===== config.mk =====
export PLATFORM = sky130hd
export DESIGN_NAME = fault_timing_regs
export DESIGN_NICKNAME = d
export VERILOG_FILES = /design/src/rtl/fault_timing_pkg.sv /design/src/rtl/fault_timing_regs.sv /design/src/rtl/oc_qualify.sv /design/src/rtl/retry_timer.sv
export SDC_FILE = /design/constraint.sdc
export NUM_CORES = 1
export LEC_CHECK = 0
export BUFFER_PORTS_ARGS = -buffer_cell sky130_fd_sc_hd__buf_4
export CAP_MARGIN = 30
export CORE_ASPECT_RATIO = 1.25
export CORE_UTILIZATION = 54
export CTS_BUF_LIST = sky130_fd_sc_hd__clkbuf_4
export DETAILED_ROUTE_END_ITERATION = 10
export PLACE_DENSITY_LB_ADDON = 0.15
export SLEW_MARGIN = 15
export SYNTH_ARGS = -nofsm -noshare
export SYNTH_HDL_FRONTEND = slang
export SYNTH_SLANG_ARGS = --single-unit

===== constraint.sdc =====
create_clock -name clk -period 2.3 [get_ports clk]
set_input_delay 0.46 -clock clk [delete_from_list [all_inputs] [get_ports clk]]
set_output_delay 0.46 -clock clk [all_outputs]
set_load 0.02 [all_outputs]

===== src/rtl/fault_timing_pkg.sv =====
// Package of offsets, field layouts, reset values and timing figures
// Assumes a 50 MHz core clock; all cycle counts derive from CLK_HZ
package fault_timing_pkg;

	localparam int CLK_HZ = 50_000_000;

	// Register offsets on the serial register link
	localparam logic [7:0] REG_OC_TIMING = 8'h13;
	localparam logic [7:0] REG_RETRY_TIMING = 8'h16;
	localparam logic [7:0] REG_FAULT_CLEAR = 8'h17;
	localparam logic [7:0] REG_GEN_PERIOD = 8'h18;
	localparam logic [7:0] REG_DUTY_A = 8'h19;
	localparam logic [7:0] REG_DUTY_B = 8'h1a;
	localparam logic [7:0] REG_DUTY_C = 8'h1b;

	// Reset values
	localparam logic [15:0] RST_OC_TIMING = 16'h0030;
	localparam logic [15:0] RST_RETRY_TIMING = 16'h0003;
	localparam logic [15:0] RST_FAULT_CLEAR = 16'h0000;
	localparam logic [15:0] RST_GEN_VALUE = 16'h0000;

	// Field positions
	localparam int PARITY_POS = 15;
	localparam int FILTER_LSB = 4;
	localparam int MASK_LSB = 2;
	localparam int THRESH_POS = 0;
	localparam int LONG_LSB = 2;
	localparam int SHORT_LSB = 0;
	localparam int WIPE_POS = 0;
	localparam int VALUE_W = 12;

	// Overcurrent response codes
	localparam logic [2:0] RESP_LONG = 3'h0;
	localparam logic [2:0] RESP_SHORT = 3'h1;
	localparam logic [2:0] RESP_LATCH = 3'h2;
	localparam logic [2:0] RESP_REPORT = 3'h3;
	localparam logic [2:0] RESP_OFF = 3'h7;

	// Filter and masking times in ns, shared table
	localparam int QUAL_NS_0 = 200;
	localparam int QUAL_NS_1 = 500;
	localparam int QUAL_NS_2 = 800;
	localparam int QUAL_NS_3 = 1000;
	// Least times: round up
	localparam int QUAL_C0 = (QUAL_NS_0 * (CLK_HZ / 1_000_000) + 999) / 1000;
	localparam int QUAL_C1 = (QUAL_NS_1 * (CLK_HZ / 1_000_000) + 999) / 1000;
	localparam int QUAL_C2 = (QUAL_NS_2 * (CLK_HZ / 1_000_000) + 999) / 1000;
	localparam int QUAL_C3 = (QUAL_NS_3 * (CLK_HZ / 1_000_000) + 999) / 1000;
	localparam int QUAL_W = 6;

	// Retry times: short in us, long in ms
	localparam int SHORT_US_0 = 500;
	localparam int SHORT_US_1 = 1000;
	localparam int SHORT_US_2 = 2000;
	localparam int SHORT_US_3 = 5000;
	localparam int LONG_MS_0 = 500;
	localparam int LONG_MS_1 = 1000;
	localparam int LONG_MS_2 = 2000;
	localparam int LONG_MS_3 = 5000;
	localparam int SHORT_C0 = SHORT_US_0 * (CLK_HZ / 1_000_000);
	localparam int SHORT_C1 = SHORT_US_1 * (CLK_HZ / 1_000_000);
	localparam int SHORT_C2 = SHORT_US_2 * (CLK_HZ / 1_000_000);
	localparam int SHORT_C3 = SHORT_US_3 * (CLK_HZ / 1_000_000);
	localparam int LONG_C0 = LONG_MS_0 * (CLK_HZ / 1000);
	localparam int LONG_C1 = LONG_MS_1 * (CLK_HZ / 1000);
	localparam int LONG_C2 = LONG_MS_2 * (CLK_HZ / 1000);
	localparam int LONG_C3 = LONG_MS_3 * (CLK_HZ / 1000);
	localparam int RETRY_W = 32;

	// Decoded qualifier time for a two-bit code
	function automatic logic [QUAL_W-1:0] qual_cycles(input logic [1:0] code);
		case (code)
			2'h0: qual_cycles = QUAL_W'(QUAL_C0);
			2'h1: qual_cycles = QUAL_W'(QUAL_C1);
			2'h2: qual_cycles = QUAL_W'(QUAL_C2);
			default: qual_cycles = QUAL_W'(QUAL_C3);
		endcase
	endfunction

	typedef enum {FS_RUN, FS_RETRY, FS_LATCHED} fault_state_e;

	// Generator settings handed to the PWM engine
	typedef struct packed {
		logic threshold_low;
		logic [VALUE_W-1:0] period;
		logic [VALUE_W-1:0] duty_a;
		logic [VALUE_W-1:0] duty_b;
		logic [VALUE_W-1:0] duty_c;
	} gen_cfg_s;

endpackage


===== src/rtl/fault_timing_regs.sv =====
// Fault timing and PWM generator register bank with fault sequencer
// Operation
// - Bit 15 carries parity when checking enabled
// - Filter field sets overcurrent persistence time
// - Mask field sets blanking interval after edges
// - Threshold bit picks 9 A or 5 A
// - Long field selects slow retry delay
// - Short field selects fast retry delay
// - Writing one wipes all latched fault bits
// - Wipe bit returns to zero by itself
// - Writing zero to wipe changes nothing
// - Twelve-bit generator period, reset zero
// - Twelve-bit phase A duty, reset zero
// - Twelve-bit phase B duty value
// - Twelve-bit phase C duty value
// - Response mode picks retry, latch, report
// Assumes the serial front end delivers whole 16-bit words on clk
`timescale 1ns/1ps
module fault_timing_regs
	import fault_timing_pkg::*;
#(
	parameter int unsigned LONG_RETRY_C0 = LONG_C0,
	parameter int unsigned LONG_RETRY_C1 = LONG_C1,
	parameter int unsigned LONG_RETRY_C2 = LONG_C2,
	parameter int unsigned LONG_RETRY_C3 = LONG_C3,
	parameter int unsigned SHORT_RETRY_C0 = SHORT_C0,
	parameter int unsigned SHORT_RETRY_C1 = SHORT_C1,
	parameter int unsigned SHORT_RETRY_C2 = SHORT_C2,
	parameter int unsigned SHORT_RETRY_C3 = SHORT_C3
) (
	// Clock and reset
	input wire logic clk,
	input wire logic rst_n,
	// Register word port from the serial link
	input wire logic [7:0] reg_addr,
	input wire logic [15:0] reg_wdata,
	input wire logic reg_wr,
	input wire logic reg_rd,
	output logic [15:0] reg_rdata,
	output logic reg_rvalid,
	output logic link_parity_error,
	// Device-level settings
	input wire logic link_check_enable,
	input wire logic [2:0] overcurrent_response_sel,
	// Overcurrent sensing
	input wire logic oc_level_raw,
	input wire logic switch_edge,
	// Driver and fault outputs
	output gen_cfg_s gen_cfg,
	output logic outputs_hiz,
	output logic fault_indicator_pin_n,
	output logic oc_fault_status
);

	logic [1:0] overcurrent_filter_sel;
	logic [1:0] overcurrent_mask_sel;
	logic overcurrent_threshold_sel;
	logic [1:0] long_recovery_interval;
	logic [1:0] short_recovery_interval;
	logic latched_fault_wipe;
	logic [VALUE_W-1:0] generator_period_value;
	logic [VALUE_W-1:0] phase_a_duty_value;
	logic [VALUE_W-1:0] phase_b_duty_value;
	logic [VALUE_W-1:0] phase_c_duty_value;

	logic wr_ok, wr_bad, oc_detect, blanking;
	logic timer_start, timer_abort, timer_expired, timer_busy;
	logic [RETRY_W-1:0] retry_load;
	fault_state_e state, next_state;
	logic [15:0] next_rdata;

	// Even parity over the lower fifteen bits
	function automatic logic word_parity(input logic [15:0] w);
		word_parity = ^w[PARITY_POS-1:0];
	endfunction

	// Attach the parity bit on the way out
	function automatic logic [15:0] seal(input logic [15:0] w, input logic en);
		seal = w;
		seal[PARITY_POS] = en ? word_parity(w) : 1'b0;
	endfunction

	// Write accepted unless parity checking rejects it
	assign wr_bad = reg_wr && link_check_enable
		&& (reg_wdata[PARITY_POS] != word_parity(reg_wdata));
	assign wr_ok = reg_wr && !wr_bad;

	always_ff @(posedge clk or negedge rst_n) begin
		if (!rst_n)
			link_parity_error <= 1'b0;
		else
			link_parity_error <= wr_bad;
	end

	// Overcurrent timing configuration
	always_ff @(posedge clk or negedge rst_n) begin
		if (!rst_n) begin
			overcurrent_filter_sel <= RST_OC_TIMING[FILTER_LSB +: 2];
			overcurrent_mask_sel <= RST_OC_TIMING[MASK_LSB +: 2];
			overcurrent_threshold_sel <= RST_OC_TIMING[THRESH_POS];
		end else if (wr_ok && reg_addr == REG_OC_TIMING) begin
			overcurrent_filter_sel <= reg_wdata[FILTER_LSB +: 2];
			overcurrent_mask_sel <= reg_wdata[MASK_LSB +: 2];
			overcurrent_threshold_sel <= reg_wdata[THRESH_POS];
		end
	end

	// Retry timing configuration
	always_ff @(posedge clk or negedge rst_n) begin
		if (!rst_n) begin
			long_recovery_interval <= RST_RETRY_TIMING[LONG_LSB +: 2];
			short_recovery_interval <= RST_RETRY_TIMING[SHORT_LSB +: 2];
		end else if (wr_ok && reg_addr == REG_RETRY_TIMING) begin
			long_recovery_interval <= reg_wdata[LONG_LSB +: 2];
			short_recovery_interval <= reg_wdata[SHORT_LSB +: 2];
		end
	end

	// Wipe command lives for one cycle only
	always_ff @(posedge clk or negedge rst_n) begin
		if (!rst_n)
			latched_fault_wipe <= RST_FAULT_CLEAR[WIPE_POS];
		else
			latched_fault_wipe <= wr_ok && reg_addr == REG_FAULT_CLEAR
				&& reg_wdata[WIPE_POS];
	end

	// Generator period and duty values
	always_ff @(posedge clk or negedge rst_n) begin
		if (!rst_n) begin
			generator_period_value <= RST_GEN_VALUE[VALUE_W-1:0];
			phase_a_duty_value <= RST_GEN_VALUE[VALUE_W-1:0];
			phase_b_duty_value <= RST_GEN_VALUE[VALUE_W-1:0];
			phase_c_duty_value <= RST_GEN_VALUE[VALUE_W-1:0];
		end else if (wr_ok) begin
			case (reg_addr)
				REG_GEN_PERIOD: generator_period_value <= reg_wdata[VALUE_W-1:0];
				REG_DUTY_A: phase_a_duty_value <= reg_wdata[VALUE_W-1:0];
				REG_DUTY_B: phase_b_duty_value <= reg_wdata[VALUE_W-1:0];
				REG_DUTY_C: phase_c_duty_value <= reg_wdata[VALUE_W-1:0];
				default: ;
			endcase
		end
	end

	assign gen_cfg.threshold_low = overcurrent_threshold_sel;
	assign gen_cfg.period = generator_period_value;
	assign gen_cfg.duty_a = phase_a_duty_value;
	assign gen_cfg.duty_b = phase_b_duty_value;
	assign gen_cfg.duty_c = phase_c_duty_value;

	// Read mux; wipe bit always reads zero
	always_comb begin
		next_rdata = '0;
		case (reg_addr)
			REG_OC_TIMING: begin
				next_rdata[FILTER_LSB +: 2] = overcurrent_filter_sel;
				next_rdata[MASK_LSB +: 2] = overcurrent_mask_sel;
				next_rdata[THRESH_POS] = overcurrent_threshold_sel;
			end
			REG_RETRY_TIMING: begin
				next_rdata[LONG_LSB +: 2] = long_recovery_interval;
				next_rdata[SHORT_LSB +: 2] = short_recovery_interval;
			end
			REG_GEN_PERIOD: next_rdata[VALUE_W-1:0] = generator_period_value;
			REG_DUTY_A: next_rdata[VALUE_W-1:0] = phase_a_duty_value;
			REG_DUTY_B: next_rdata[VALUE_W-1:0] = phase_b_duty_value;
			REG_DUTY_C: next_rdata[VALUE_W-1:0] = phase_c_duty_value;
			default: next_rdata = '0;
		endcase
	end

	always_ff @(posedge clk or negedge rst_n) begin
		if (!rst_n) begin
			reg_rdata <= '0;
			reg_rvalid <= 1'b0;
		end else begin
			reg_rvalid <= reg_rd;
			if (reg_rd)
				reg_rdata <= seal(next_rdata, link_check_enable);
		end
	end

	oc_qualify u_qualify (
		.clk(clk),
		.rst_n(rst_n),
		.oc_level_raw(oc_level_raw),
		.switch_edge(switch_edge),
		.filter_cycles(qual_cycles(overcurrent_filter_sel)),
		.mask_cycles(qual_cycles(overcurrent_mask_sel)),
		.oc_detect(oc_detect),
		.blanking(blanking)
	);

	// Retry delay picked by response mode
	always_comb begin
		retry_load = '0;
		if (overcurrent_response_sel == RESP_LONG) begin
			case (long_recovery_interval)
				2'h0: retry_load = RETRY_W'(LONG_RETRY_C0);
				2'h1: retry_load = RETRY_W'(LONG_RETRY_C1);
				2'h2: retry_load = RETRY_W'(LONG_RETRY_C2);
				default: retry_load = RETRY_W'(LONG_RETRY_C3);
			endcase
		end else begin
			case (short_recovery_interval)
				2'h0: retry_load = RETRY_W'(SHORT_RETRY_C0);
				2'h1: retry_load = RETRY_W'(SHORT_RETRY_C1);
				2'h2: retry_load = RETRY_W'(SHORT_RETRY_C2);
				default: retry_load = RETRY_W'(SHORT_RETRY_C3);
			endcase
		end
	end

	retry_timer u_retry (
		.clk(clk),
		.rst_n(rst_n),
		.start(timer_start),
		.abort(timer_abort),
		.load_value(retry_load),
		.expired(timer_expired),
		.busy(timer_busy)
	);

	// Fault sequencer
	always_comb begin
		next_state = state;
		timer_start = 1'b0;
		timer_abort = 1'b0;
		case (state)
			FS_RUN: begin
				if (oc_detect) begin
					case (overcurrent_response_sel)
						RESP_LONG, RESP_SHORT: begin
							next_state = FS_RETRY;
							timer_start = 1'b1;
						end
						RESP_LATCH: next_state = FS_LATCHED;
						default: next_state = FS_RUN;
					endcase
				end
			end
			FS_RETRY: begin
				if (timer_expired && oc_detect)
					timer_start = 1'b1;
				else if (timer_expired)
					next_state = FS_RUN;
			end
			FS_LATCHED: begin
				if (latched_fault_wipe && !oc_detect)
					next_state = FS_RUN;
			end
			default: begin
				next_state = FS_RUN;
				timer_abort = 1'b1;
			end
		endcase
	end

	always_ff @(posedge clk or negedge rst_n) begin
		if (!rst_n)
			state <= FS_RUN;
		else
			state <= next_state;
	end

	// Sticky status; a new detection beats the wipe
	always_ff @(posedge clk or negedge rst_n) begin
		if (!rst_n)
			oc_fault_status <= 1'b0;
		else if (oc_detect && overcurrent_response_sel != RESP_OFF)
			oc_fault_status <= 1'b1;
		else if (latched_fault_wipe)
			oc_fault_status <= 1'b0;
		else if (state == FS_RETRY && timer_expired)
			oc_fault_status <= 1'b0;
	end

	assign outputs_hiz = (state != FS_RUN);
	assign fault_indicator_pin_n = !oc_fault_status;
endmodule


===== src/rtl/oc_qualify.sv =====
// Overcurrent masking after switching edges and persistence filter
// Assumes oc_level_raw is asynchronous; switch_edge is on clk
`timescale 1ns/1ps
module oc_qualify
	import fault_timing_pkg::*;
(
	// Clock and reset
	input wire logic clk,
	input wire logic rst_n,
	// Comparator and switching events
	input wire logic oc_level_raw,
	input wire logic switch_edge,
	// Selected times in cycles
	input wire logic [QUAL_W-1:0] filter_cycles,
	input wire logic [QUAL_W-1:0] mask_cycles,
	// Qualified result
	output logic oc_detect,
	output logic blanking
);

	logic sync1, sync2, sync3, oc_sync;
	logic [QUAL_W-1:0] mask_cnt, filt_cnt;

	always_ff @(posedge clk or negedge rst_n) begin
		if (!rst_n) begin
			sync1 <= 1'b0;
			sync2 <= 1'b0;
			sync3 <= 1'b0;
		end else begin
			sync1 <= oc_level_raw;
			sync2 <= sync1;
			sync3 <= sync2;
		end
	end

	// Change accepted once the last two stages agree
	always_ff @(posedge clk or negedge rst_n) begin
		if (!rst_n)
			oc_sync <= 1'b0;
		else if (sync2 == sync3)
			oc_sync <= sync3;
	end

	// Masking window restarts on each switching edge
	always_ff @(posedge clk or negedge rst_n) begin
		if (!rst_n)
			mask_cnt <= '0;
		else if (switch_edge)
			mask_cnt <= mask_cycles;
		else if (mask_cnt != '0)
			mask_cnt <= mask_cnt - 1'b1;
	end

	assign blanking = switch_edge || (mask_cnt != '0);

	// Count consecutive qualified cycles
	always_ff @(posedge clk or negedge rst_n) begin
		if (!rst_n)
			filt_cnt <= '0;
		else if (blanking || !oc_sync)
			filt_cnt <= '0;
		else if (filt_cnt < filter_cycles)
			filt_cnt <= filt_cnt + 1'b1;
	end

	always_ff @(posedge clk or negedge rst_n) begin
		if (!rst_n)
			oc_detect <= 1'b0;
		else
			oc_detect <= !blanking && oc_sync && (filt_cnt >= filter_cycles);
	end
endmodule


===== src/rtl/retry_timer.sv =====
// Down counter timing the automatic recovery delay
// Assumes start is a single-cycle pulse on clk
`timescale 1ns/1ps
module retry_timer
	import fault_timing_pkg::*;
(
	// Clock and reset
	input wire logic clk,
	input wire logic rst_n,
	// Control
	input wire logic start,
	input wire logic abort,
	input wire logic [RETRY_W-1:0] load_value,
	// Status
	output logic expired,
	output logic busy
);

	logic [RETRY_W-1:0] count;

	always_ff @(posedge clk or negedge rst_n) begin
		if (!rst_n) begin
			count <= '0;
			busy <= 1'b0;
		end else if (abort) begin
			count <= '0;
			busy <= 1'b0;
		end else if (start) begin
			count <= load_value;
			busy <= 1'b1;
		end else if (busy && count <= RETRY_W'(1)) begin
			count <= '0;
			busy <= 1'b0;
		end else if (busy) begin
			count <= count - 1'b1;
		end
	end

	always_ff @(posedge clk or negedge rst_n) begin
		if (!rst_n)
			expired <= 1'b0;
		else
			expired <= busy && !abort && !start && count <= RETRY_W'(1);
	end

endmodule


# == Word level (Yosys, flattened, before mapping) ==
# Cells that the tools add are included.
# op_classes
add_sub_neg,3
magnitude_cmp,3
eq_ne,29
mux,35
n_reduce_logical,45
# ops
cell,n
32-bit 2-to-1 mux,9
32-bit one-hot mux with 3 select lines,1
28-bit one-hot mux with 3 select lines,1
"32-bit by 2-bit == test with 1-bit output, second input constant",2
"8-bit by 5-bit == test with 1-bit output, second input constant",7
18-bit one-hot mux with 3 select lines,1
6-bit one-hot mux with 3 select lines,2
"32-bit by 1-bit == test with 1-bit output, second input constant",1
"32-bit by 1-bit <= comparator with 1-bit output, second input constant",1
32-bit zero test,1
32-bit nonzero test,1
"32-bit by 1-bit subtractor with 32-bit output, second input constant",1
15-bit XOR reduction,2
6-bit 2-to-1 mux,4
6-bit one-hot mux with 4 select lines,1
1-bit logical AND,17
2-bit one-hot mux with 6 select lines,1
1-bit 2-to-1 mux,10
2-bit one-hot mux with 5 select lines,1
"2-bit by 1-bit == test with 1-bit output, second input constant",4
"2-bit == test, second input constant",4
2-bit zero test,4
2-bit AND reduction,4
"6-bit by 1-bit adder with 6-bit output, second input constant",1
25 further kinds,34
# word_totals
register_bits,157
output_inout_bits,70

# == Depth between registers and ports, before layout ==
# Gate-level depths: netlist of run 1.
# logic_depth
word_depth,8
mapped_depth,10
mapped_depth_nobuf,10

# == Modules after synthesis ==
# From an unflattened synthesis of run 1, not the netlist that was laid out.
# hier_totals
cells_unflattened,711
area_unflattened_um2,7519.7
# by_module_without_submodules
module,instances,cells_each,area_per_inst_um2
fault_timing_regs,1,367,4310.4
retry_timer,1,246,2222.1
oc_qualify,1,98,987.2

# == Worst setup path after synthesis of run 1 ==
# Ideal clock, no wire load.
# synth_path
path_kind,input port to flip-flop
from,in reg_wdata[0]
to,reg phase_b_duty_value[10]
setup_time_ns,0.125
arrival_time_ns,2.437
required_time_ns,2.175
path_slack_ns,-0.262
path_stages,9
n_path_buf,2
path_cell_list,clkbuf_1 xnor2_1 xnor2_1 xnor2_1 xnor2_1 a21bo_2 or4b_4 buf_6 mux2_4
# synth_via
elab_chain_cells,6
# synth_rtl
element,line,text
from (decl),fault_timing_regs.sv:36,"input wire logic [15:0] reg_wdata,"
15-bit XOR reduction,fault_timing_regs.sv:74,word_parity = ^w[PARITY_POS-1:0];
1-bit inequality test,fault_timing_regs.sv:85,&& (reg_wdata[PARITY_POS] != word_parity(reg_wdata));
1-bit logical AND,fault_timing_regs.sv:85,
1-bit zero test,fault_timing_regs.sv:86,assign wr_ok = reg_wr && !wr_bad;
1-bit logical AND,fault_timing_regs.sv:86,
2-bit AND reduction (no source line),n/a,
to (signal assigned),fault_timing_regs.sv:133,phase_b_duty_value <= RST_GEN_VALUE[VALUE_W-1:0];
to (signal assigned),fault_timing_regs.sv:139,REG_DUTY_B: phase_b_duty_value <= reg_wdata[VALUE_W-1:0];
to (decl),fault_timing_regs.sv:63,logic [VALUE_W-1:0] phase_b_duty_value;
# Every way passes these cells.
# A chain may end at the register's enable or synchronous reset.

# == Worst setup path after layout of run 1 ==
# layout_path
from,reg u_retry.count[4]
to,reg u_retry.count[7]
# layout_via
elab_chain_cells,5
elab_cells_between_ends,8
# layout_rtl
element,line,text
from (decl),retry_timer.sv:19,logic [RETRY_W-1:0] count;
from (signal assigned),retry_timer.sv:29,count <= load_value;
from (signal assigned),retry_timer.sv:35,count <= count - 1'b1;
32-bit by 1-bit subtractor with 32-bit output / 32-bit by 1-bit <= comparator with 1-bit output (equally long branches),"retry_timer.sv:35, retry_timer.sv:31",
32-bit 2-to-1 mux / 1-bit logical AND (equally long branches),"retry_timer.sv:34, retry_timer.sv:31",
32-bit 2-to-1 mux,retry_timer.sv:31,end else if (busy && count <= RETRY_W'(1)) begin
32-bit 2-to-1 mux,retry_timer.sv:28,end else if (start) begin
32-bit 2-to-1 mux,retry_timer.sv:25,end else if (abort) begin
# Parallel ways exist; a longest one is shown, timed or not. The select of a mux whose other input is x is not followed.

==> results of run 1 <==
cell families (layout without fill, tap and decap cells):
logic type               after synthesis  in the layout  synth area share (%)
multiplexers                          73             73                  13.7
AND/OR/NAND/NOR                      210            210                  15.1
adder cells (fa/ha/maj)               22             22                  3.92
buffers and inverters                 47            319                  3.02
AO/OA/AOI/OAI                        155            155                  14.2
flip-flops                           127            127                  45.7
XOR/XNOR                              31             31                  4.30
other                                  1              5                0.0539
timing repair:
action,CTS,global route
gates resized for setup,10,43
hold endpoints to repair,38,0
buffers inserted,2,14
hold buffers,2,0
pin swaps,3,14
setup endpoints to repair,22,31
layer usage:
layer | up-vias | track usage [%]
met2 | 254 | 60.0
met4 | 0 | 19.7
met5 | - | 0
met1 | 3222 | 37.0
met3 | 72 | 6.13
li1 | 2984 | -
cell usage after synthesis (all sizes together) (2+ instances only):
master     n
a221o      3
o41ai      3
mux2i      6
xnor2     20
nand2     55
o221ai     2
or3        6
nor3b      3
a211oi     6
o21ai     56
or4        2
xnor3      2
ha        21
nor4b      3
a22o      13
a21oi     31
nand4      8
nor4      12
and3b      2
nand2b     8
clkbuf    16
nand3     11
buf       11
nand3b     2
o22ai      8
dfstp      4
a221oi     3
and2       3
a31oi      5
and3      14
a31o       2
o311ai     3
nor2      50
inv       19
dfrtp    123
o31ai      7
xor2       9
mux4       9
mux2      58
nor2b      4
o2bb2ai    5
nor3      23
area by class of cell:
type	count	area [um2]	area share, %
sequential	127	3180	32.9
clock inverter	12	144	1.49
timing repair buffer	267	2070	21.4
antenna	2	5.00	0.0517
clock buffer	20	150	1.55
tap	168	210	2.17
multi-input combinational	494	3830	39.6
inverter	20	75.1	0.776
where the power goes:
group / internal, mW / switching, mW / leakage [nW]
clock network: 0.777 / 0.844 / 0.155
registers: 2.32 / 0.0862 / 1.72
logic: 0.373 / 0.396 / 2.93
worst max-delay path, delay by kind of cell, from the launching register on:
family                 cells  cell delay, ns
AO/OA/AOI/OAI              2            0.27
buffers and inverters      3            0.37
flip-flops                 1            0.40
AND/OR/NAND/NOR            5            1.15
per-stage QoR:
| stage | worst slack, ns | utilization [%] | TNS, ns | std cells |
|---|---|---|---|---|
| final | -0.00876 | 76.8 | -0.00876 | 1110 |
| after global placement | -0.281 | 71.6 | -13.14 | 1058 |
| after floorplan | -0.137 | - | -2.52 | 668 |
| after detailed placement | -0.386 | 71.6 | -19.66 | 1058 |
| after global routing | -0.0813 | 76.8 | -0.335 | 1110 |
| after CTS | 0.00408 | 74.4 | 0 | 1094 |
path summary, 6_finish.rpt:
| kind | slack [ns] | depth (start not counted) | to | startpoint |
|---|---|---|---|---|
| hold / removal | 0.10 | 1 | reg_rvalid$_DFF_PN0_ | reg_rd |
| max in group asynchronous | 1.12 | 3 | phase_c_duty_value[0]$_DFFE_PN0P_ | rst_n |
| setup reg to reg | -0.009 | 10 | u_retry.count[7]$_DFFE_PN0P_ | u_retry.count[4]$_DFFE_PN0P_ |
| setup / recovery | -0.009 | 10 | u_retry.count[7]$_DFFE_PN0P_ | u_retry.count[4]$_DFFE_PN0P_ |
| min in group asynchronous | 0.44 | 2 | u_qualify.filt_cnt[4]$_DFFE_PN0P_ | rst_n |
| hold reg to reg | 0.37 | 0 | u_qualify.sync2$_DFF_PN0_ | u_qualify.sync1$_DFF_PN0_ |
state kept, by name, indices dropped and copies added (netlist names), 2 cells and up:
name,count
generator_period_value,12
long_recovery_interval,2
overcurrent_filter_sel,2
overcurrent_mask_sel,2
phase_a_duty_value,12
phase_b_duty_value,12
phase_c_duty_value,12
reg_rdata,13
short_recovery_interval,2
state,2
u_qualify.filt_cnt,6
u_qualify.mask_cnt,6
u_retry.count,32
==> flow_metrics.env, run 1 <==
export IMPL_mostFrequentLayoutCells="buf_4 (257), dfrtp_1 (122), nand2_1 (52), nor2_1 (48), mux2_2 (48)"
export IMPL_arrival_ns=2.74
export IMPL_die_w_um=104
export IMPL_die_area_um2=13400
export IMPL_clock_sinks=127
export IMPL_routed_top_layer="met4"
export IMPL_grt_use_total_pct=33.3
export IMPL_drt_vias_per_instance=5.88
export IMPL_holdWs_ns=0.102
export IMPL_grt_pass1_wl_um=34000
export IMPL_fp_dieH_um=129
export IMPL_gp_routability_congestion=0.957
export IMPL_start_kind="flop"
export IMPL_synth_area_um2=6960
export IMPL_tightest_slew_ns=0.610
export IMPL_vdd_drop_max_mv=0.494
export IMPL_synthTopCellsByArea="dfrtp_1 (44%), mux2_2 (7.8%), o21ai_0 (4.0%), ha_1 (3.8%), nand2_1 (3.0%)"
export IMPL_drive_gt1_share_pct=43.5
export IMPL_ioPinCount=104
export IMPL_totalPowerFinal_mw=4.80
export IMPL_routed_wl_um=21800
export IMPL_cts_htree_levels=4
export IMPL_cpPeakStageDelay_ns=0.57
export IMPL_placed_area_um2=9020
export IMPL_ys_ff_latch=127
export IMPL_routedWlPerCell_um=19.7
export IMPL_vias=6532
export IMPL_initial_utilization_pct=55.2
export IMPL_grt_overflow=0
export IMPL_cts_buffers=17
export IMPL_finalClockSkew_ns=0.0252
export IMPL_area_growth_pct=39.0
export IMPL_hpwlAfterDp_um=16300
export IMPL_yosysUniqueCellTypes=63
export IMPL_clkLatencyLatePin_ns=0.56
export IMPL_drt_pass1_iterations=5
export IMPL_tritoncts="done"
export IMPL_netlist_instances=666
export IMPL_yosysSeqAreaShare_pct=45.7
export IMPL_hp_class="primary input to flop"
export IMPL_grt_pass1_vias=6558
export IMPL_finalInstanceArea_um2=9680
export IMPL_synth_top_area_cell="dfrtp_1"
export IMPL_required_ns=2.73
export IMPL_wl_met3_um=951
export IMPL_ys_warn_count=0
export IMPL_setup_viol=1
export IMPL_post_synth_cell_area_avg_um2=10.5
export IMPL_path_class="flop to flop"
export IMPL_power_density_nw_per_um2=496
export IMPL_fin_crit_ns=2.31
export IMPL_fmax_mhz=433
export IMPL_crit_fanout=9
export IMPL_slew_violations=0
export IMPL_timing_final_crit_share_pct=100
export IMPL_drtAntennaViolNets=0
export IMPL_clk_pin_slew_ns=0.11
export IMPL_synth_edf_count=0
export IMPL_synth_async_reset_ratio_pct=100
export IMPL_crit_chain="or4_4 > nor2_4 > buf_6 > and3_4 > and3_4 > buf_12 > buf_6 > nor3_2 > o21ai_1 > o21ai_1"
export IMPL_finalHoldViolations=0
export IMPL_layout_commonest_cell="buf_4"
export IMPL_num_fill_cells=790
export IMPL_antenna_found_initial=1
export IMPL_core_area_um2=12600
export IMPL_synth_flop_cell="dfrtp_1"
export IMPL_rows=46
export IMPL_wl_met2_um=11300
export IMPL_drc=0
export IMPL_violations="setup timing"
export IMPL_port_buffer_count=100
export IMPL_drt_initial_drc_count=329
export IMPL_synth_top_area_share_pct=44.2
export IMPL_status="complete, but fails checks"
export IMPL_wl_met1_um=8490
export IMPL_worst_slack_ns=-0.00876
export IMPL_timing_slew_headroom_pct=59.3
export IMPL_drv_cap=0
export IMPL_root_buffer="clkbuf_4"
export IMPL_leakage_nw=4.80
export IMPL_crit_slowest_cell="or4_4"
export IMPL_rsz0062_at_grt="true"
export IMPL_grt_max_degree=44
export IMPL_clk_path_buf_depth=2
export IMPL_cp_end_kind="flop"
export IMPL_fin_nets=982
Power figures use the tool's default switching activity.
==> run 2: changes to the inputs <==
Settings changed: ABC_AREA from default to 1, CORE_UTILIZATION 54 to 55.
==> flow_metrics.env, run 2 <==
export IMPL_status="complete, but fails checks"
export IMPL_violations="setup timing"
export IMPL_start_kind="flop"
export IMPL_post_synth_cell_area_avg_um2=7.43
export IMPL_synth_top_family_by_area="simple AND/OR/NAND/NOR gates"
export IMPL_drt_vias_per_instance=5.65
export IMPL_required_ns=2.77
export IMPL_fp_dieH_um=135
export IMPL_core_area_um2=13900
export IMPL_use_met2_pct=57.5
export IMPL_p_sw_mw=1.45
export IMPL_yosysMostFrequentCell="nand2_1"
export IMPL_synth_compound_area_share_pct=8.71
export IMPL_timing_slew_headroom_pct=60.7
export IMPL_power_density_nw_per_um2=524
export IMPL_antenna_found_initial=1
export IMPL_grt_pass1_wl_um=36300
export IMPL_clk_path_buf_depth=2
export IMPL_leakage_nw=5.25
export IMPL_r2r_end="u_qualify.filt_cnt[5]$_DFFE_PN0P_"
export IMPL_ioPinCount=104
export IMPL_cts_htree_levels=4
export IMPL_clkLatencyLatePin_ns=0.57
export IMPL_netlist_instances=1053
export IMPL_synth_top_area_cell="dfrtp_1"
export IMPL_gp_routability_congestion=0.946
export IMPL_largest_reg_flops=32
export IMPL_worst_slack_ns=-0.0248
export IMPL_r2r_slack_ns=-0.02
export IMPL_synth_common_cells="nand2_1 (290), dfrtp_1 (123), inv_1 (116)"
export IMPL_timing_final_crit_share_pct=101
export IMPL_fin_setup_tns_ns=-0.0248
export IMPL_synth_flop_cell="dfrtp_1"
export IMPL_mostFrequentLayoutCells="nand2_1 (289), buf_4 (163), dfrtp_1 (123), inv_1 (115), nand3_1 (84)"
export IMPL_cts_buffers=17
export IMPL_num_fill_cells=1194
export IMPL_yosys_area_share_simple_pct=33.0
export IMPL_hpwlAfterDp_um=17100
export IMPL_grt_max_degree=56
export IMPL_rsz0062_at_grt="true"
export IMPL_fin_cells=1392
export IMPL_layout_commonest_cell="nand2_1"
export IMPL_finalClockSkew_ns=0.0238
export IMPL_clock_sinks=127
export IMPL_p_clk_share_pct=38.7
export IMPL_drv_cap=0
export IMPL_fin_crit_ns=2.32
export IMPL_min_path_cells=2
export IMPL_tritoncts="done"
export IMPL_vias=7864
export IMPL_initial_utilization_pct=56.4
export IMPL_yosysSeqAreaShare_pct=40.7
export IMPL_regMostFlops="u_retry.count"
export IMPL_ys_warn_count=0
export IMPL_holdPathEnd="state[1]$_DFFE_PN0P_"
export IMPL_drt_initial_drc_count=644
export IMPL_synth_top_area_share_pct=39.3
export IMPL_finalHoldViolations=0
export IMPL_path_class="flop to flop"
export IMPL_area_growth_pct=22.2
export IMPL_fin_nets=1258
export IMPL_routed_wl_um=22900
export IMPL_grt_overflow=0
export IMPL_use_met1_pct=36.0
export IMPL_combPwrFrac_pct=13.9
export IMPL_drive_gt1_share_pct=21.2
export IMPL_port_buffer_count=100
export IMPL_rr_startpoint="overcurrent_filter_sel[0]$_DFFE_PN1P_"
export IMPL_cp_end_kind="flop"
export IMPL_die_w_um=109
export IMPL_dpl_cell_count=1352
export IMPL_synth_area_um2=7830
export IMPL_drt_pass1_iterations=5
export IMPL_grt_use_met3_pct=5.77
export IMPL_seq_power_share_pct=47.5
export IMPL_setup_viol=1
export IMPL_synth_xor_area_share_pct=4.33
export IMPL_synth_edf_count=0
export IMPL_dp_slack_ns=-0.0784
export IMPL_hp_class="primary input to flop"
export IMPL_root_buffer="clkbuf_4"
export IMPL_slew_violations=0
export IMPL_rows=48
export IMPL_synthMuxAreaShare_pct=0
export IMPL_reg_top3="u_retry.count x32, reg_rdata x13"
export IMPL_arrival_ns=2.79
export IMPL_grt_pass1_vias=7446
export IMPL_crit_fanout=3
export IMPL_yosys_area_share_adder_pct=3.48
export IMPL_vdd_drop_max_mv=0.379
export IMPL_grt_busiest_layer="met2"
export IMPL_p_int_mw=3.57
export IMPL_min_from="overcurrent_response_sel[2]"
export IMPL_clk_pin_slew_ns=0.13
export IMPL_final_util_pct=69.0
export IMPL_synthTopCellsByArea="dfrtp_1 (39%), nand2_1 (14%), nand4_1 (5.6%), inv_1 (5.6%), nand3_1 (5.4%)"
export IMPL_die_area_um2=14700
export IMPL_drtAntennaViolNets=0
export IMPL_drc=0
export IMPL_switching_share_pct=28.9
export IMPL_routedWlPerCell_um=16.5
export IMPL_r2r_cells=14
export IMPL_tightest_slew_ns=0.589
export IMPL_synth_async_reset_ratio_pct=100
export IMPL_yosysUniqueCellTypes=48
export IMPL_ys_ff_latch=127
export IMPL_fmax_mhz=430
export IMPL_grt_use_total_pct=32.5
run 2: power by group through the flow:
stage          logic (mW)  clock network [mW]  registers (mW)
2_1_floorplan       0.337                   0            2.45
3_3_place_gp        0.668                   0            2.42
3_5_place_dp        0.679                   0            2.42
4_1_cts             0.687                1.97            2.38
5_1_grt             0.762                2.07            2.39
6_report            0.696                1.94            2.38
run 2: logic make-up after synthesis:
group,after synthesis
simple gates,567
buf+inv,178
flops,127
compound gates,121
xor+xnor,37
fa+ha+maj,22
other cells,1
run 2: critical path, cell delays in order (launching register included):
cell and delay, ns:
dfstp_2 0.59, inv_2 0.06, ha_4 0.16, nor2_4 0.13
ha_4 0.22, nand2_2 0.06, nor2_1 0.04, a211oi_1 0.24
nand2_1 0.11, inv_1 0.08, nand4_1 0.13, nor2_1 0.14
nand2_1 0.07, o21ai_1 0.13, a21oi_1 0.05
run 2: cell type report:
| type | count | area [um2] | share of cell area [%] |
|---|---|---|---|
| Clock inverter | 15 | 231 | 2.42 |
| Multi-Input combinational cell | 750 | 3940 | 41.2 |
| Clock buffer | 17 | 128 | 1.33 |
| Tap cell | 175 | 219 | 2.29 |
| Sequential cell | 127 | 3180 | 33.3 |
| Antenna cell | 1 | 2.50 | 0.0262 |
| Timing Repair Buffer | 171 | 1350 | 14.1 |
| Inverter | 136 | 510 | 5.34 |
run 2: worst max path at each step:
stage | startpoint | to | slack (ns) | cells after the start
finish | overcurrent_filter_sel[0]$_DFFE_PN1P_ | u_qualify.filt_cnt[5]$_DFFE_PN0P_ | -0.02 | 14
global route | overcurrent_filter_sel[0]$_DFFE_PN1P_ | u_qualify.filt_cnt[5]$_DFFE_PN0P_ | -0.13 | 14
CTS | overcurrent_filter_sel[1]$_DFFE_PN1P_ | u_qualify.filt_cnt[5]$_DFFE_PN0P_ | 0.03 | 13
detailed placement | reg_addr[5] | reg_rdata[15]$_DFFE_PN0P_ | -0.08 | 16
global placement | reg_addr[5] | reg_rdata[15]$_DFFE_PN0P_ | -0.04 | 16
floorplan | overcurrent_filter_sel[0]$_DFFE_PN1P_ | u_qualify.filt_cnt[5]$_DFFE_PN0P_ | 0.14 | 14
run 2: routing by layer:
layer  wire (um)  part of all wire, %  vias up
li1            -                    -     3765
met1        8640                   38     3698
met2       12000                   52      300
met3        1100                  4.8      101
met4        1240                  5.4        0
met5           0                    0        -
run 2: stage by stage:
step	power, mW	hold WS, ns	instance area (um2)
floorplan	2.79	0.164	7840
global placement	3.09	0.336	9090
detailed placement	3.10	0.337	9090
CTS	5.03	0.0449	9480
global route	5.21	0.0492	9570
finish	5.02	0.0909	9570
run 2: what timing repair did:
item / 4_1_cts / 5_1_grt
setup endpoints to repair: 0 / 4
buffers inserted: 0 / 4
hold endpoints to repair: 28 / 0
hold buffers: 3 / 0
resized for setup: 0 / 12
==> run 3: changes to the inputs <==
Settings changed: ABC_AREA 1 to default, CAP_MARGIN 30 to default, CORE_UTILIZATION 55 to 54.
Clock period 2.3 ns to 1.9 ns, I/O delays scaled along.
==> flow_metrics.env, run 3 (synthesized netlist as in run 1, its figures left out) <==
export IMPL_clk_path_buf_depth=2
export IMPL_clkLatencyLatePin_ns=0.59
export IMPL_grt_pass1_vias=7961
export IMPL_drt_initial_drc_count=808
export IMPL_fin_nets=1068
export IMPL_setup_viol=104
export IMPL_required_ns=2.42
export IMPL_final_util_pct=89.5
export IMPL_drv_cap=0
export IMPL_fin_crit_ns=2.46
export IMPL_antenna_cells=0
export IMPL_drtAntennaViolNets=0
export IMPL_crit_end="reg_rdata[15]$_DFFE_PN0P_"
export IMPL_mostFrequentLayoutCells="buf_4 (301), dfrtp_1 (122), nand2_1 (41), nor2_1 (39), mux2_4 (37)"
export IMPL_drt_vias_per_instance=6.83
export IMPL_clk_pin_slew_ns=0.14
export IMPL_die_area_um2=13400
export IMPL_antenna_found_initial=1
export IMPL_slew_violations=0
export IMPL_holdWs_ns=0.00472
export IMPL_cpPeakStageDelay_ns=0.43
export IMPL_drc=0
export IMPL_port_buffer_count=100
export IMPL_arrival_ns=2.97
export IMPL_rr_startpoint="generator_period_value[2]$_DFFE_PN0P_"
export IMPL_status="complete, but fails checks"
export IMPL_reg_top3="u_retry.count x32, reg_rdata x13"
export IMPL_num_fill_cells=477
export IMPL_totalPowerFinal_mw=6.41
export IMPL_die_w_um=104
export IMPL_cp_num_cells=8
export IMPL_core_area_um2=12600
export IMPL_gp_routability_congestion=0.940
export IMPL_finalInstanceArea_um2=11300
export IMPL_vias=8158
export IMPL_hp_class="primary input to flop"
export IMPL_regArea_um2=3180
export IMPL_rows=46
export IMPL_hpwlAfterDp_um=16800
export IMPL_fmax_mhz=407
export IMPL_routedWlPerCell_um=28.0
export IMPL_r2r_end="reg_rdata[15]$_DFFE_PN0P_"
export IMPL_vdd_drop_max_mv=0.678
export IMPL_grt_max_degree=41
export IMPL_start_kind="flop"
export IMPL_area_growth_pct=62.0
export IMPL_ioPinCount=104
export IMPL_fin_setup_tns_ns=-21.97
export IMPL_leakage_nw=5.53
export IMPL_clock_sinks=127
export IMPL_timing_final_crit_share_pct=129
export IMPL_path_buf_inv=1
export IMPL_crit_start="generator_period_value[2]$_DFFE_PN0P_"
export IMPL_dp_slack_ns=-0.700
export IMPL_tightest_slew_ns=0.667
export IMPL_power_density_nw_per_um2=568
export IMPL_worst_slack_ns=-0.555
export IMPL_cts_htree_levels=4
export IMPL_placed_area_um2=9750
export IMPL_initial_utilization_pct=55.2
export IMPL_crit_slowest_cell="dfrtp_1"
export IMPL_tritoncts="done"
export IMPL_crit_chain="mux2i_2 > o21ai_0 > a22o_1 > a221oi_2 > buf_4 > xor2_1 > xnor3_1 > o2bb2ai_1"
export IMPL_root_buffer="clkbuf_4"
export IMPL_cp_end_kind="flop"
export IMPL_regMostFlops="u_retry.count"
export IMPL_rsz0062_at_grt="true"
export IMPL_grt_overflow=0
export IMPL_largest_reg_flops=32
export IMPL_r2r_slack_ns=-0.56
export IMPL_finalHoldViolations=0
export IMPL_dpl_cell_count=1125
export IMPL_fp_dieH_um=129
export IMPL_drt_pass1_iterations=5
export IMPL_crit_fanout=2
export IMPL_r2r_cells=8
export IMPL_critPathTopFamily="compound AO/OA/AOI/OAI gates"
export IMPL_drive_gt1_share_pct=56.7
export IMPL_routed_wl_um=33400
export IMPL_multiInputGateArea_um2=4560
export IMPL_violations="setup timing"
export IMPL_grt_pass1_wl_um=42500
export IMPL_cts_buffers=17
export IMPL_layout_commonest_cell="buf_4"
export IMPL_path_class="flop to flop"
export IMPL_timing_slew_headroom_pct=55.0
export IMPL_grt_use_total_pct=42.1
export IMPL_fin_cells=1194
export IMPL_finalClockSkew_ns=0.0294
## run 3: cell types whose count changed in the layout (fill, tap and decap cells not counted), sizes merged, moves of 40 or more
cell,delta
buf,+182
inv,-118
mux2,+58
nand2,-238
nand3,-78
nand4,-62
nor2,-40
## run 3: repair_timing
| action | CTS | global route |
|---|---|---|
| setup endpoints to repair | 92 | 101 |
| buffers inserted | 20 | 16 |
| pin swaps | 59 | 35 |
| hold buffers | 2 | 0 |
| endpoints found under the hold margin | 24 | 0 |
| gates cloned | 4 | 0 |
| gates resized for setup | 124 | 75 |
## run 3: per-layer routing
metal | part of all wire (%) | global-route usage [%] | up-vias
li1 | - | - | 3162
met1 | 32 | 44.3 | 3845
met2 | 46 | 75.7 | 800
met3 | 11 | 7.95 | 349
met4 | 11 | 31.2 | 2
met5 | 0.039 | 0 | -
## run 3: report_power, final
| part | total, mW | switching (mW) | internal, mW |
|---|---|---|---|
| combinational | 1.30 | 0.690 | 0.612 |
| clock | 2.17 | 1.25 | 0.923 |
| sequential | 2.93 | 0.125 | 2.81 |
| total | 6.41 | 2.06 | 4.34 |
## run 3: layout make-up
type	instances	share of cell area (%)
clock buffers	18	1.20
clock inverters	14	1.46
repair buffers	352	26.2
inverters	20	0.665
flip-flops and latches	127	28.2
multi-input cells	495	40.4
well taps	168	1.86
## run 3: worst reg2reg max path, stage by stage, from the launching register on
cell and delay, ns:
dfrtp_1 0.43, mux2i_2 0.29, o21ai_0 0.21, a22o_1 0.25, a221oi_2 0.31, buf_4 0.18, xor2_1 0.17, xnor3_1 0.43
o2bb2ai_1 0.13
## run 3: how the worst min path moves through the flow
stage | cells past startpoint | slack [ns] | startpoint | endpoint
after floorplan | 0 | 0.08 | rst_n | generator_period_value[0]$_DFFE_PN0P_
after detailed placement | 1 | 0.33 | rst_n | state[0]$_DFFE_PN0P_
after global routing | 1 | -0.01 | reg_rd | reg_rvalid$_DFF_PN0_
final | 1 | 0.005 | reg_rd | reg_rvalid$_DFF_PN0_
after global placement | 1 | 0.31 | rst_n | state[0]$_DFFE_PN0P_
after CTS | 1 | 0.04 | reg_rd | reg_rvalid$_DFF_PN0_
